### config.mk
export PLATFORM = sky130hd
export DESIGN_NAME = bridge_parity_error_handler
export DESIGN_NICKNAME = d
export VERILOG_FILES = /design/src/design/parity_err_pkg.sv /design/src/design/bridge_parity_error_handler.sv
export SDC_FILE = /design/constraint.sdc
export NUM_CORES = 1
export LEC_CHECK = 0
export ABC_AREA = 1
export ABC_CLOCK_PERIOD_IN_PS = 1600
export BUFFER_PORTS_ARGS = -buffer_cell sky130_fd_sc_hd__buf_2
export CAP_MARGIN = 20
export CELL_PAD_IN_SITES_DETAIL_PLACEMENT = 1
export CELL_PAD_IN_SITES_GLOBAL_PLACEMENT = 2
export CORE_MARGIN = 1.5
export CORE_UTILIZATION = 22
export DETAILED_ROUTE_END_ITERATION = 12
export GPL_TIMING_DRIVEN = 0
export PLACE_DENSITY_LB_ADDON = 0.12
export SLEW_MARGIN = 20
export SYNTH_ARGS = -nofsm -noshare
export SYNTH_HDL_FRONTEND = slang
export SYNTH_SLANG_ARGS = --single-unit
export TNS_END_PERCENT = 30
### constraint.sdc
create_clock -name core_clk_in -period 1.6 [get_ports core_clk_in]
set_input_delay 0.08 -clock core_clk_in [delete_from_list [all_inputs] [get_ports core_clk_in]]
set_output_delay 0.08 -clock core_clk_in [all_outputs]
set_load 0.05 [all_outputs]
### src/design/parity_err_pkg.sv
// Constants for the bridge parity checking and error reporting block.
// Assumes an APB master with 32-bit data and byte addresses.
package parity_err_pkg;

  // ****************************************************************
  // Register byte offsets
  // ****************************************************************
  localparam logic [7:0] CTRL_OFS = 8'h00;
  localparam logic [7:0] PSTAT_OFS = 8'h04;
  localparam logic [7:0] SSTAT_OFS = 8'h08;
  localparam logic [7:0] IRQ_STAT_OFS = 8'h0C;
  localparam logic [7:0] IRQ_CLR_OFS = 8'h10;
  localparam logic [7:0] IRQ_EN_OFS = 8'h14;

  // ****************************************************************
  // Field positions
  // ****************************************************************
  // Control register
  localparam int CTRL_P_RESP_BIT = 0;
  localparam int CTRL_SERR_EN_BIT = 1;
  localparam int CTRL_S_RESP_BIT = 2;
  // Status registers, secondary has no system error bit
  localparam int STAT_DET_BIT = 0;
  localparam int STAT_SIG_SERR_BIT = 1;
  localparam int STAT_DPD_BIT = 2;
  // Interrupt events
  localparam int IRQ_P_ADDR_BIT = 0;
  localparam int IRQ_S_ADDR_BIT = 1;
  localparam int IRQ_P_DATA_BIT = 2;
  localparam int IRQ_S_DATA_BIT = 3;
  localparam int IRQ_W = 4;

  // ****************************************************************
  // Reset values and bus indices
  // ****************************************************************
  localparam logic [2:0] CTRL_RST = 3'h0;
  localparam logic [2:0] STAT_RST = 3'h0;
  localparam logic [IRQ_W-1:0] IRQ_RST = 4'h0;
  localparam int PRI = 0;
  localparam int SEC = 1;

endpackage : parity_err_pkg

### src/design/bridge_parity_error_handler.sv
// Parity check, parity generation and error signalling for both bus sides
// of a transparent two-interface bridge, with an APB register slave.
// Assumes bus phase strobes are decoded elsewhere, synchronous to core_clk_in.
//
// Operation
// - Check, generate and forward parity on both buses.
// - Check address parity of every transaction.
// - Primary address error with response set: no claim.
// - Primary address error sets primary detected bit.
// - Primary address error raises system error when enabled and response set.
// - Secondary address error: no claim with response set, always set detected bit.
// - Secondary address error raises primary system error when enabled and secondary response set.
// - Pass data parity condition across unchanged.
// - Own config write error: ready, store, parity error with response set.
// - Own config write error always sets detected bit.
// - Downstream read error: secondary parity error with response set, two cycles.
// - Downstream read error sets secondary status bits.
// - Upstream read error: primary parity error with response set, two cycles.
// - Upstream read error sets primary status bits.
// - Return read data with received parity.
// - Initiator parity error while returning data: no action.
//
// Local design decisions: the address map and register access over APB.
`timescale 1ns/1ps
module bridge_parity_error_handler (
  // Clock and reset
  input wire logic core_clk_in,
  input wire logic reset_n_in,
  // APB slave
  input wire logic psel_in,
  input wire logic penable_in,
  input wire logic pwrite_in,
  input wire logic [7:0] paddr_in,
  input wire logic [31:0] pwdata_in,
  output logic [31:0] prdata_out,
  output logic pready_out,
  output logic pslverr_out,
  // Primary bus observation
  input wire logic [31:0] p_ad_in,
  input wire logic [3:0] p_cbe_in,
  input wire logic p_par_in,
  input wire logic p_addr_phase_in,
  input wire logic p_target_hit_in,
  input wire logic p_data_xfer_in,
  input wire logic p_read_xfer_in,
  input wire logic p_cfg_write_in,
  input wire logic p_done_in,
  input wire logic p_drive_in,
  input wire logic p_drive_bad_in,
  // Secondary bus observation
  input wire logic [31:0] s_ad_in,
  input wire logic [3:0] s_cbe_in,
  input wire logic s_par_in,
  input wire logic s_addr_phase_in,
  input wire logic s_target_hit_in,
  input wire logic s_data_xfer_in,
  input wire logic s_read_xfer_in,
  input wire logic s_done_in,
  input wire logic s_drive_in,
  input wire logic s_drive_bad_in,
  // Primary pins
  output logic primary_device_select_n_out,
  output logic primary_device_select_oe_out,
  output logic primary_target_ready_n_out,
  output logic primary_target_ready_oe_out,
  output logic primary_parity_error_n_out,
  output logic primary_parity_error_oe_out,
  output logic primary_system_error_n_out,
  output logic primary_system_error_oe_out,
  output logic p_par_out,
  output logic p_par_oe_out,
  // Secondary pins
  output logic secondary_device_select_n_out,
  output logic secondary_device_select_oe_out,
  output logic secondary_parity_error_n_out,
  output logic secondary_parity_error_oe_out,
  output logic s_par_out,
  output logic s_par_oe_out,
  // Datapath side
  output logic p_data_bad_out,
  output logic s_data_bad_out,
  output logic cfg_store_out,
  output logic irq_out
);

  // ****************************************************************
  // State
  // ****************************************************************
  typedef struct packed {
    logic [1:0] ph_addr;
    logic [1:0] ph_hit;
    logic [1:0] ph_data;
    logic [1:0] ph_rd;
    logic ph_cfg;
    logic [1:0] calc_par;
    logic [1:0] drv;
    logic [1:0] claim_n;
    logic [1:0] perr_n;
    logic [1:0] par_out;
    logic [1:0] bad_out;
    logic serr_n;
    logic trdy_n;
    logic store;
    logic [1:0] claim_oe;
    logic [1:0] perr_oe;
    logic serr_oe;
    logic trdy_oe;
    logic [2:0] ctrl;
    logic [2:0] pstat;
    logic [2:0] sstat;
    logic [3:0] irq_st;
    logic [3:0] irq_en;
    logic irq;
    logic [31:0] prdata;
    logic pready;
    logic pslverr;
  } state_t;

  state_t st_r;
  state_t st_nxt;

  // Per-bus views of the inputs
  logic [1:0] addr_in;
  logic [1:0] hit_in;
  logic [1:0] xfer_in;
  logic [1:0] rd_in;
  logic [1:0] done_in;
  logic [1:0] drive_in;
  logic [1:0] drive_bad_in;
  logic [1:0] par_in;
  logic [1:0] line_par;
  logic [1:0] resp;
  logic [1:0] aerr;
  logic [1:0] derr;
  logic wr_acc;

  assign addr_in = {s_addr_phase_in, p_addr_phase_in};
  assign hit_in = {s_target_hit_in, p_target_hit_in};
  // Own config transfer is a primary data phase as well
  assign xfer_in = {s_data_xfer_in, p_data_xfer_in | ~st_r.trdy_n};
  assign rd_in = {s_read_xfer_in, p_read_xfer_in};
  assign done_in = {s_done_in, p_done_in};
  assign drive_in = {s_drive_in, p_drive_in};
  assign drive_bad_in = {s_drive_bad_in, p_drive_bad_in};
  assign par_in = {s_par_in, p_par_in};
  // Even parity over data and command lines
  assign line_par = {^{s_ad_in, s_cbe_in}, ^{p_ad_in, p_cbe_in}};
  assign resp = {st_r.ctrl[parity_err_pkg::CTRL_S_RESP_BIT],
                 st_r.ctrl[parity_err_pkg::CTRL_P_RESP_BIT]};
  assign wr_acc = psel_in & penable_in & pwrite_in & st_r.pready;

  // ****************************************************************
  // Next state
  // ****************************************************************
  always_comb begin
    st_nxt = st_r;
    // Parity compare, one clock after the covered phase
    for (int b = 0; b < 2; b++) begin
      aerr[b] = st_r.ph_addr[b] & (st_r.calc_par[b] ^ par_in[b]);
      derr[b] = st_r.ph_data[b] & (st_r.calc_par[b] ^ par_in[b]);
    end
    // Pipeline of phases and computed parity
    st_nxt.ph_addr = addr_in;
    st_nxt.ph_hit = hit_in;
    st_nxt.ph_data = xfer_in;
    st_nxt.ph_rd = rd_in & xfer_in;
    st_nxt.ph_cfg = ~st_r.trdy_n;
    st_nxt.calc_par = line_par;
    st_nxt.drv = drive_in;
    for (int b = 0; b < 2; b++) begin
      // Claim unless an address error must be answered
      if (st_r.ph_addr[b] && st_r.ph_hit[b] && !(aerr[b] && resp[b])) begin
        st_nxt.claim_n[b] = 1'h0;
      end else if (done_in[b]) begin
        st_nxt.claim_n[b] = 1'h1;
      end
      // Parity driven one clock after the bridge drives the lines
      st_nxt.par_out[b] = line_par[b] ^ drive_bad_in[b];
      // Bad data flag stored with the data for forwarding
      st_nxt.bad_out[b] = derr[b];
    end
    // Parity error reporting, only from own checks
    st_nxt.perr_n[0] = ~(derr[0] & (st_r.ph_rd[0] | st_r.ph_cfg) & resp[0]);
    st_nxt.perr_n[1] = ~(derr[1] & st_r.ph_rd[1] & resp[1]);
    // System error from either address error
    st_nxt.serr_n = ~(st_r.ctrl[parity_err_pkg::CTRL_SERR_EN_BIT] &
                      |(aerr & resp));
    // Own type 0 config write: one transfer cycle with data store
    st_nxt.trdy_n = ~p_cfg_write_in;
    st_nxt.store = p_cfg_write_in;
    // Output enables registered with the active levels
    st_nxt.claim_oe = ~st_nxt.claim_n;
    st_nxt.perr_oe = ~st_nxt.perr_n;
    st_nxt.serr_oe = ~st_nxt.serr_n;
    st_nxt.trdy_oe = ~st_nxt.trdy_n;
    // APB slave, one wait-free access phase
    st_nxt.pready = psel_in & ~penable_in;
    st_nxt.pslverr = 1'h0;
    st_nxt.prdata = '0;
    if (psel_in && !penable_in) begin
      unique case (paddr_in)
        parity_err_pkg::CTRL_OFS: st_nxt.prdata[2:0] = st_r.ctrl;
        parity_err_pkg::PSTAT_OFS: st_nxt.prdata[2:0] = st_r.pstat;
        parity_err_pkg::SSTAT_OFS: st_nxt.prdata[2:0] = st_r.sstat;
        parity_err_pkg::IRQ_STAT_OFS: st_nxt.prdata[3:0] = st_r.irq_st;
        parity_err_pkg::IRQ_EN_OFS: st_nxt.prdata[3:0] = st_r.irq_en;
        parity_err_pkg::IRQ_CLR_OFS: st_nxt.prdata = '0;
        default: st_nxt.pslverr = 1'h1;
      endcase
    end
    // Register writes; status clears are write-one
    if (wr_acc) begin
      unique case (paddr_in)
        parity_err_pkg::CTRL_OFS: st_nxt.ctrl = pwdata_in[2:0];
        parity_err_pkg::PSTAT_OFS: st_nxt.pstat = st_r.pstat & ~pwdata_in[2:0];
        parity_err_pkg::SSTAT_OFS: st_nxt.sstat = st_r.sstat & ~pwdata_in[2:0];
        parity_err_pkg::IRQ_CLR_OFS: st_nxt.irq_st = st_r.irq_st & ~pwdata_in[3:0];
        parity_err_pkg::IRQ_EN_OFS: st_nxt.irq_en = pwdata_in[3:0];
        default: st_nxt.irq_en = st_r.irq_en;
      endcase
    end
    // Status setting after clears, so a set wins
    if (aerr[0] || (derr[0] && (st_r.ph_rd[0] || st_r.ph_cfg))) begin
      st_nxt.pstat[parity_err_pkg::STAT_DET_BIT] = 1'h1;
    end
    if (derr[0] && st_r.ph_rd[0] && resp[0]) begin
      st_nxt.pstat[parity_err_pkg::STAT_DPD_BIT] = 1'h1;
    end
    if (!st_nxt.serr_n) begin
      st_nxt.pstat[parity_err_pkg::STAT_SIG_SERR_BIT] = 1'h1;
    end
    if (aerr[1] || (derr[1] && st_r.ph_rd[1])) begin
      st_nxt.sstat[parity_err_pkg::STAT_DET_BIT] = 1'h1;
    end
    if (derr[1] && st_r.ph_rd[1] && resp[1]) begin
      st_nxt.sstat[parity_err_pkg::STAT_DPD_BIT] = 1'h1;
    end
    // Sticky interrupt events
    st_nxt.irq_st[parity_err_pkg::IRQ_P_ADDR_BIT] =
      st_nxt.irq_st[parity_err_pkg::IRQ_P_ADDR_BIT] | aerr[0];
    st_nxt.irq_st[parity_err_pkg::IRQ_S_ADDR_BIT] =
      st_nxt.irq_st[parity_err_pkg::IRQ_S_ADDR_BIT] | aerr[1];
    st_nxt.irq_st[parity_err_pkg::IRQ_P_DATA_BIT] =
      st_nxt.irq_st[parity_err_pkg::IRQ_P_DATA_BIT] | derr[0];
    st_nxt.irq_st[parity_err_pkg::IRQ_S_DATA_BIT] =
      st_nxt.irq_st[parity_err_pkg::IRQ_S_DATA_BIT] | derr[1];
    st_nxt.irq = |(st_nxt.irq_st & st_nxt.irq_en);
  end

  // ****************************************************************
  // State register
  // ****************************************************************
  always_ff @(posedge core_clk_in) begin
    if (!reset_n_in) begin
      st_r <= '0;
      st_r.claim_n <= 2'h3;
      st_r.perr_n <= 2'h3;
      st_r.serr_n <= 1'h1;
      st_r.trdy_n <= 1'h1;
      st_r.ctrl <= parity_err_pkg::CTRL_RST;
      st_r.pstat <= parity_err_pkg::STAT_RST;
      st_r.sstat <= parity_err_pkg::STAT_RST;
      st_r.irq_st <= parity_err_pkg::IRQ_RST;
      st_r.irq_en <= parity_err_pkg::IRQ_RST;
    end else begin
      st_r <= st_nxt;
    end
  end

  // ****************************************************************
  // Outputs
  // ****************************************************************
  // Enables follow the active level of each flop
  assign prdata_out = st_r.prdata;
  assign pready_out = st_r.pready;
  assign pslverr_out = st_r.pslverr;
  assign primary_device_select_n_out = st_r.claim_n[0];
  assign primary_device_select_oe_out = st_r.claim_oe[0];
  assign secondary_device_select_n_out = st_r.claim_n[1];
  assign secondary_device_select_oe_out = st_r.claim_oe[1];
  assign primary_target_ready_n_out = st_r.trdy_n;
  assign primary_target_ready_oe_out = st_r.trdy_oe;
  assign primary_parity_error_n_out = st_r.perr_n[0];
  assign primary_parity_error_oe_out = st_r.perr_oe[0];
  assign secondary_parity_error_n_out = st_r.perr_n[1];
  assign secondary_parity_error_oe_out = st_r.perr_oe[1];
  assign primary_system_error_n_out = st_r.serr_n;
  assign primary_system_error_oe_out = st_r.serr_oe;
  assign p_par_out = st_r.par_out[0];
  assign p_par_oe_out = st_r.drv[0];
  assign s_par_out = st_r.par_out[1];
  assign s_par_oe_out = st_r.drv[1];
  assign p_data_bad_out = st_r.bad_out[0];
  assign s_data_bad_out = st_r.bad_out[1];
  assign cfg_store_out = st_r.store;
  assign irq_out = st_r.irq;

  // ****************************************************************
  // Assertions
  // ****************************************************************
  property p_pri_addr_det;
    @(posedge core_clk_in) disable iff (!reset_n_in)
      aerr[0] |=> st_r.pstat[parity_err_pkg::STAT_DET_BIT];
  endproperty
  a_pri_addr_det: assert property (p_pri_addr_det)
    else $error("primary address error did not set detected bit");

  property p_pri_no_claim;
    @(posedge core_clk_in) disable iff (!reset_n_in)
      (aerr[0] && resp[0]) |=> primary_device_select_n_out;
  endproperty
  a_pri_no_claim: assert property (p_pri_no_claim)
    else $error("primary claimed despite address error");

  property p_sec_no_claim;
    @(posedge core_clk_in) disable iff (!reset_n_in)
      (aerr[1] && resp[1]) |=> secondary_device_select_n_out;
  endproperty
  a_sec_no_claim: assert property (p_sec_no_claim)
    else $error("secondary claimed despite address error");

  property p_serr_cause;
    @(posedge core_clk_in) disable iff (!reset_n_in)
      $fell(primary_system_error_n_out) |->
        ($past(st_r.ph_addr[0], 1) || $past(st_r.ph_addr[1], 1)) &&
        $past(st_r.ctrl[parity_err_pkg::CTRL_SERR_EN_BIT], 1);
  endproperty
  a_serr_cause: assert property (p_serr_cause)
    else $error("system error without enabled address error");

  property p_sec_serr;
    @(posedge core_clk_in) disable iff (!reset_n_in)
      (aerr[1] && resp[1] && st_r.ctrl[parity_err_pkg::CTRL_SERR_EN_BIT]) |=>
        !primary_system_error_n_out &&
        st_r.pstat[parity_err_pkg::STAT_SIG_SERR_BIT];
  endproperty
  a_sec_serr: assert property (p_sec_serr)
    else $error("secondary address error not signalled");

  property p_cfg_ready;
    @(posedge core_clk_in) disable iff (!reset_n_in)
      p_cfg_write_in |=> !primary_target_ready_n_out && cfg_store_out;
  endproperty
  a_cfg_ready: assert property (p_cfg_ready)
    else $error("config write not accepted and stored");

  property p_sec_perr_time;
    @(posedge core_clk_in) disable iff (!reset_n_in)
      !secondary_parity_error_n_out |-> $past(s_data_xfer_in, 2) && $past(s_read_xfer_in, 2);
  endproperty
  a_sec_perr_time: assert property (p_sec_perr_time)
    else $error("secondary parity error not two cycles after read transfer");

  property p_pri_perr_time;
    @(posedge core_clk_in) disable iff (!reset_n_in)
      !primary_parity_error_n_out |->
        $past(xfer_in[0], 2) && $past(resp[0], 1);
  endproperty
  a_pri_perr_time: assert property (p_pri_perr_time)
    else $error("primary parity error timing or enable wrong");

  property p_par_gen;
    @(posedge core_clk_in) disable iff (!reset_n_in)
      p_drive_in |=> p_par_oe_out &&
        (p_par_out == ($past(line_par[0], 1) ^ $past(p_drive_bad_in, 1)));
  endproperty
  a_par_gen: assert property (p_par_gen)
    else $error("generated primary parity wrong");

  property p_sec_par_gen;
    @(posedge core_clk_in) disable iff (!reset_n_in)
      s_drive_in |=> s_par_oe_out &&
        (s_par_out == ($past(line_par[1], 1) ^ $past(s_drive_bad_in, 1)));
  endproperty
  a_sec_par_gen: assert property (p_sec_par_gen)
    else $error("generated secondary parity wrong");

endmodule : bridge_parity_error_handler

==> flow_summary.ini <==
[timing]
finalHoldViolCount = 0
fin_setup_tns_ns = 0
slew_headroom = 0.566
finalHoldWorstSlack_ns = 0.0169
tightest_slew_ns = 0.652
min_period_ns = 1.45
rsz0062_at_grt = no
setup_violations = 0
clock.fmax_mhz = 688
skew_ns = 0.00596
worst_slack_ns = 0.146
slew_viol_final = 0
fin_crit_sh = 0.909

[final_layout]
ff_latch_area_mm2 = 0.00106
fin_util = 0.304
largest_register_ffs = 26
multiInputGateArea_mm2 = 0.00216
areaGrowthSynthToFinish_pct = 35.3
final_layout_size_suffix_gt1_frac = 0.236
nNetsFinal = 933
fillers = 2220
regMostFlops = st_r

[floorplan]
die_y_um = 133
dieArea_mm2 = 0.0176
rows = 47
io_pins = 188
die_x_um = 133
core_area_mm2 = 0.0165
start_util = 0.224

[synth]
yosysWarnings = 0
ys_top_cells_by_area = nand2_1 (31%), dfxtp_1 (29%), inv_1 (8.0%)
synthCells = 624
synth_area_per_cell_um2 = 5.94
yosys_register_bits = 53
synthTopCellsByCount = nand2_1 (304), inv_1 (79), dfxtp_1 (53), buf_4 (33), nor2_1 (25)
synthArstFlopShare = 0
yosysTopAreaCellShare = 0.308
yosysMostFrequentCell = nand2_1
synthFlopType = dfxtp_1
synth_edf_count = 0
yosysSeqAreaShare = 0.286
yosysTopAreaCell = nand2_1
yosysUniqueCellTypes = 31
netlist_area_mm2 = 0.00371

[global_route]
grt_pass1_vias = 4224
grt_util_all_layers = 0.125
gr-total-overflow = 0
grt_pass1_wl_mm = 18.3
antenna_found_initial = 4
grt_start_max_net_pins = 17

[clocking]
cts_root_buf = clkbuf_16
cts.sinks = 53
clk_latency_ns = 0.29
cts_setup_buffers = 0
numCtsBuffers = 5
cts_tree = done
clockBufferDepth = 2
h-tree-depth = 2
clk_pin_slew_ns = 0.07

[critical_path]
r2r_cells = 8
crit_type = in2reg
cp_data_arrival_time_ns = 1.64
crit_required_ns = 1.79
crit_path_start_kind = input port
cp-end-kind = register
crit_fanout = 5

[place]
port_buffers = 131
dp_hpwl_mm = 9.61
post-place-ws_ns = -0.00346
gp_congestion = 0.763

[power_and_ir_drop]
internal_power_mw = 2.56
peakVddDrop_v = 0.000441
p_leak_nw = 2.99
pwr-share-comb = 0.318
swShare = 0.340
switchingPower_mw = 1.32
p_seq_frac = 0.364
power_density_mw_per_mm2 = 774
pwr-share-clk = 0.318

[detailed_routing]
vias = 4121
drc = 0
wl_per_cell_um = 10.7
initialDrtViolationCount = 64
routed_wl_mm = 10.9
viasPerCell = 4.03
dr.pass1.iters = 4
postRouteAntennaNets = 0

[status]
status = complete, no violations

[min_path]
holdPathStages = 3
hold_path.class = in2reg

[run]
drv_cap = 0
-- placed cells by master (no fill, tap or decap), drive strengths merged --
master / synthesis / routed
diode: 0 / 3
nand2: 308 / 308
clkbuf: 4 / 10
bufinv: 0 / 1
o21a: 4 / 4
o311ai: 1 / 1
nand3: 24 / 24
xnor2: 21 / 21
dfxtp: 53 / 53
or2: 1 / 1
o211ai: 3 / 3
dlygate4sd3: 0 / 10
and2: 1 / 1
nand4: 3 / 3
xor2: 14 / 14
inv: 86 / 86
a31oi: 5 / 5
buf: 33 / 164
a21oi: 13 / 13
nand3b: 1 / 1
conb: 1 / 28
clkinv: 1 / 2
o22ai: 1 / 1
nor3b: 1 / 1
o21ai: 12 / 12
nor3: 2 / 2
nor2: 31 / 31
-- power by group through the flow --
| stage | sequential [mW] | clock (mW) | combinational (mW) |
|---|---|---|---|
| after floorplan | 1.52 | 0 | 0.789 |
| after global placement | 1.44 | 0 | 1.20 |
| after detailed placement | 1.44 | 0 | 1.23 |
| after CTS | 1.41 | 1.28 | 1.26 |
| after global routing | 1.42 | 1.33 | 1.39 |
| final | 1.41 | 1.23 | 1.23 |
-- metrics by stage --
step	std cells	instance area, µm²	power [mW]
after floorplan	651	3810	2.31
after global placement	1002	4740	2.64
after detailed placement	1002	4740	2.68
after CTS	1020	5010	3.95
after global routing	1021	5010	4.14
final	1023	5020	3.88
-- timing repair --
| action | in CTS | in global routing |
|---|---|---|
| endpoints found under the hold margin | 11 | 0 |
| hold buffers | 10 | 0 |
| gates resized for setup | 0 | 0 |
| setup endpoints to repair | 0 | 0 |
-- per-layer routing --
| layer | track usage | share of wire | up-vias |
|---|---|---|---|
| met5 | 0 | 0.0011 | - |
| met4 | 0.0360 | 0.020 | 2 |
| met3 | 0.0261 | 0.052 | 14 |
| met2 | 0.245 | 0.52 | 91 |
| met1 | 0.134 | 0.41 | 1848 |
| li1 | - | - | 2166 |
-- final timing paths --
check / from / slack [ns] / endpoint
hold reg to reg: primary_target_ready_n_out / 0.45 / st_r[73]
setup reg to reg: pready_out / 0.21 / irq_out
hold / removal: p_data_xfer_in / 0.02 / st_r[76]
setup / recovery: penable_in / 0.15 / irq_out
-- worst max-delay path, cell delays in order --
cell and delay (ns):
dlygate4sd3_1 0.52, buf_2 0.11, nand4_1 0.12, inv_2 0.16, nand2_2 0.09, o21ai_1 0.16, nand2_1 0.09, nand2_1 0.07
nand4_1 0.09, and2_1 0.15
-- cell type report --
cell class / count / area share
clock inverter: 2 / 0.00773
tap: 220 / 0.0549
timing repair buffer: 141 / 0.151
antenna: 3 / 0.00150
multi-input combinational: 474 / 0.431
buffer: 37 / 0.0524
inverter: 87 / 0.0651
clock buffer: 6 / 0.0257
sequential: 53 / 0.212
-- logic make-up (layout without fill, tap and decap cells) --
logic type	Yosys count	after routing	share of synthesized area
AOI/OAI and AO/OA	39	39	0.0604
xor gates and xnor gates	35	35	0.0827
and+or+nand+nor	372	372	0.411
DFF	53	53	0.286
other	1	31	0.00101
buffers and inverters	124	273	0.159
No activity file was read; power rests on OpenSTA's default activity.
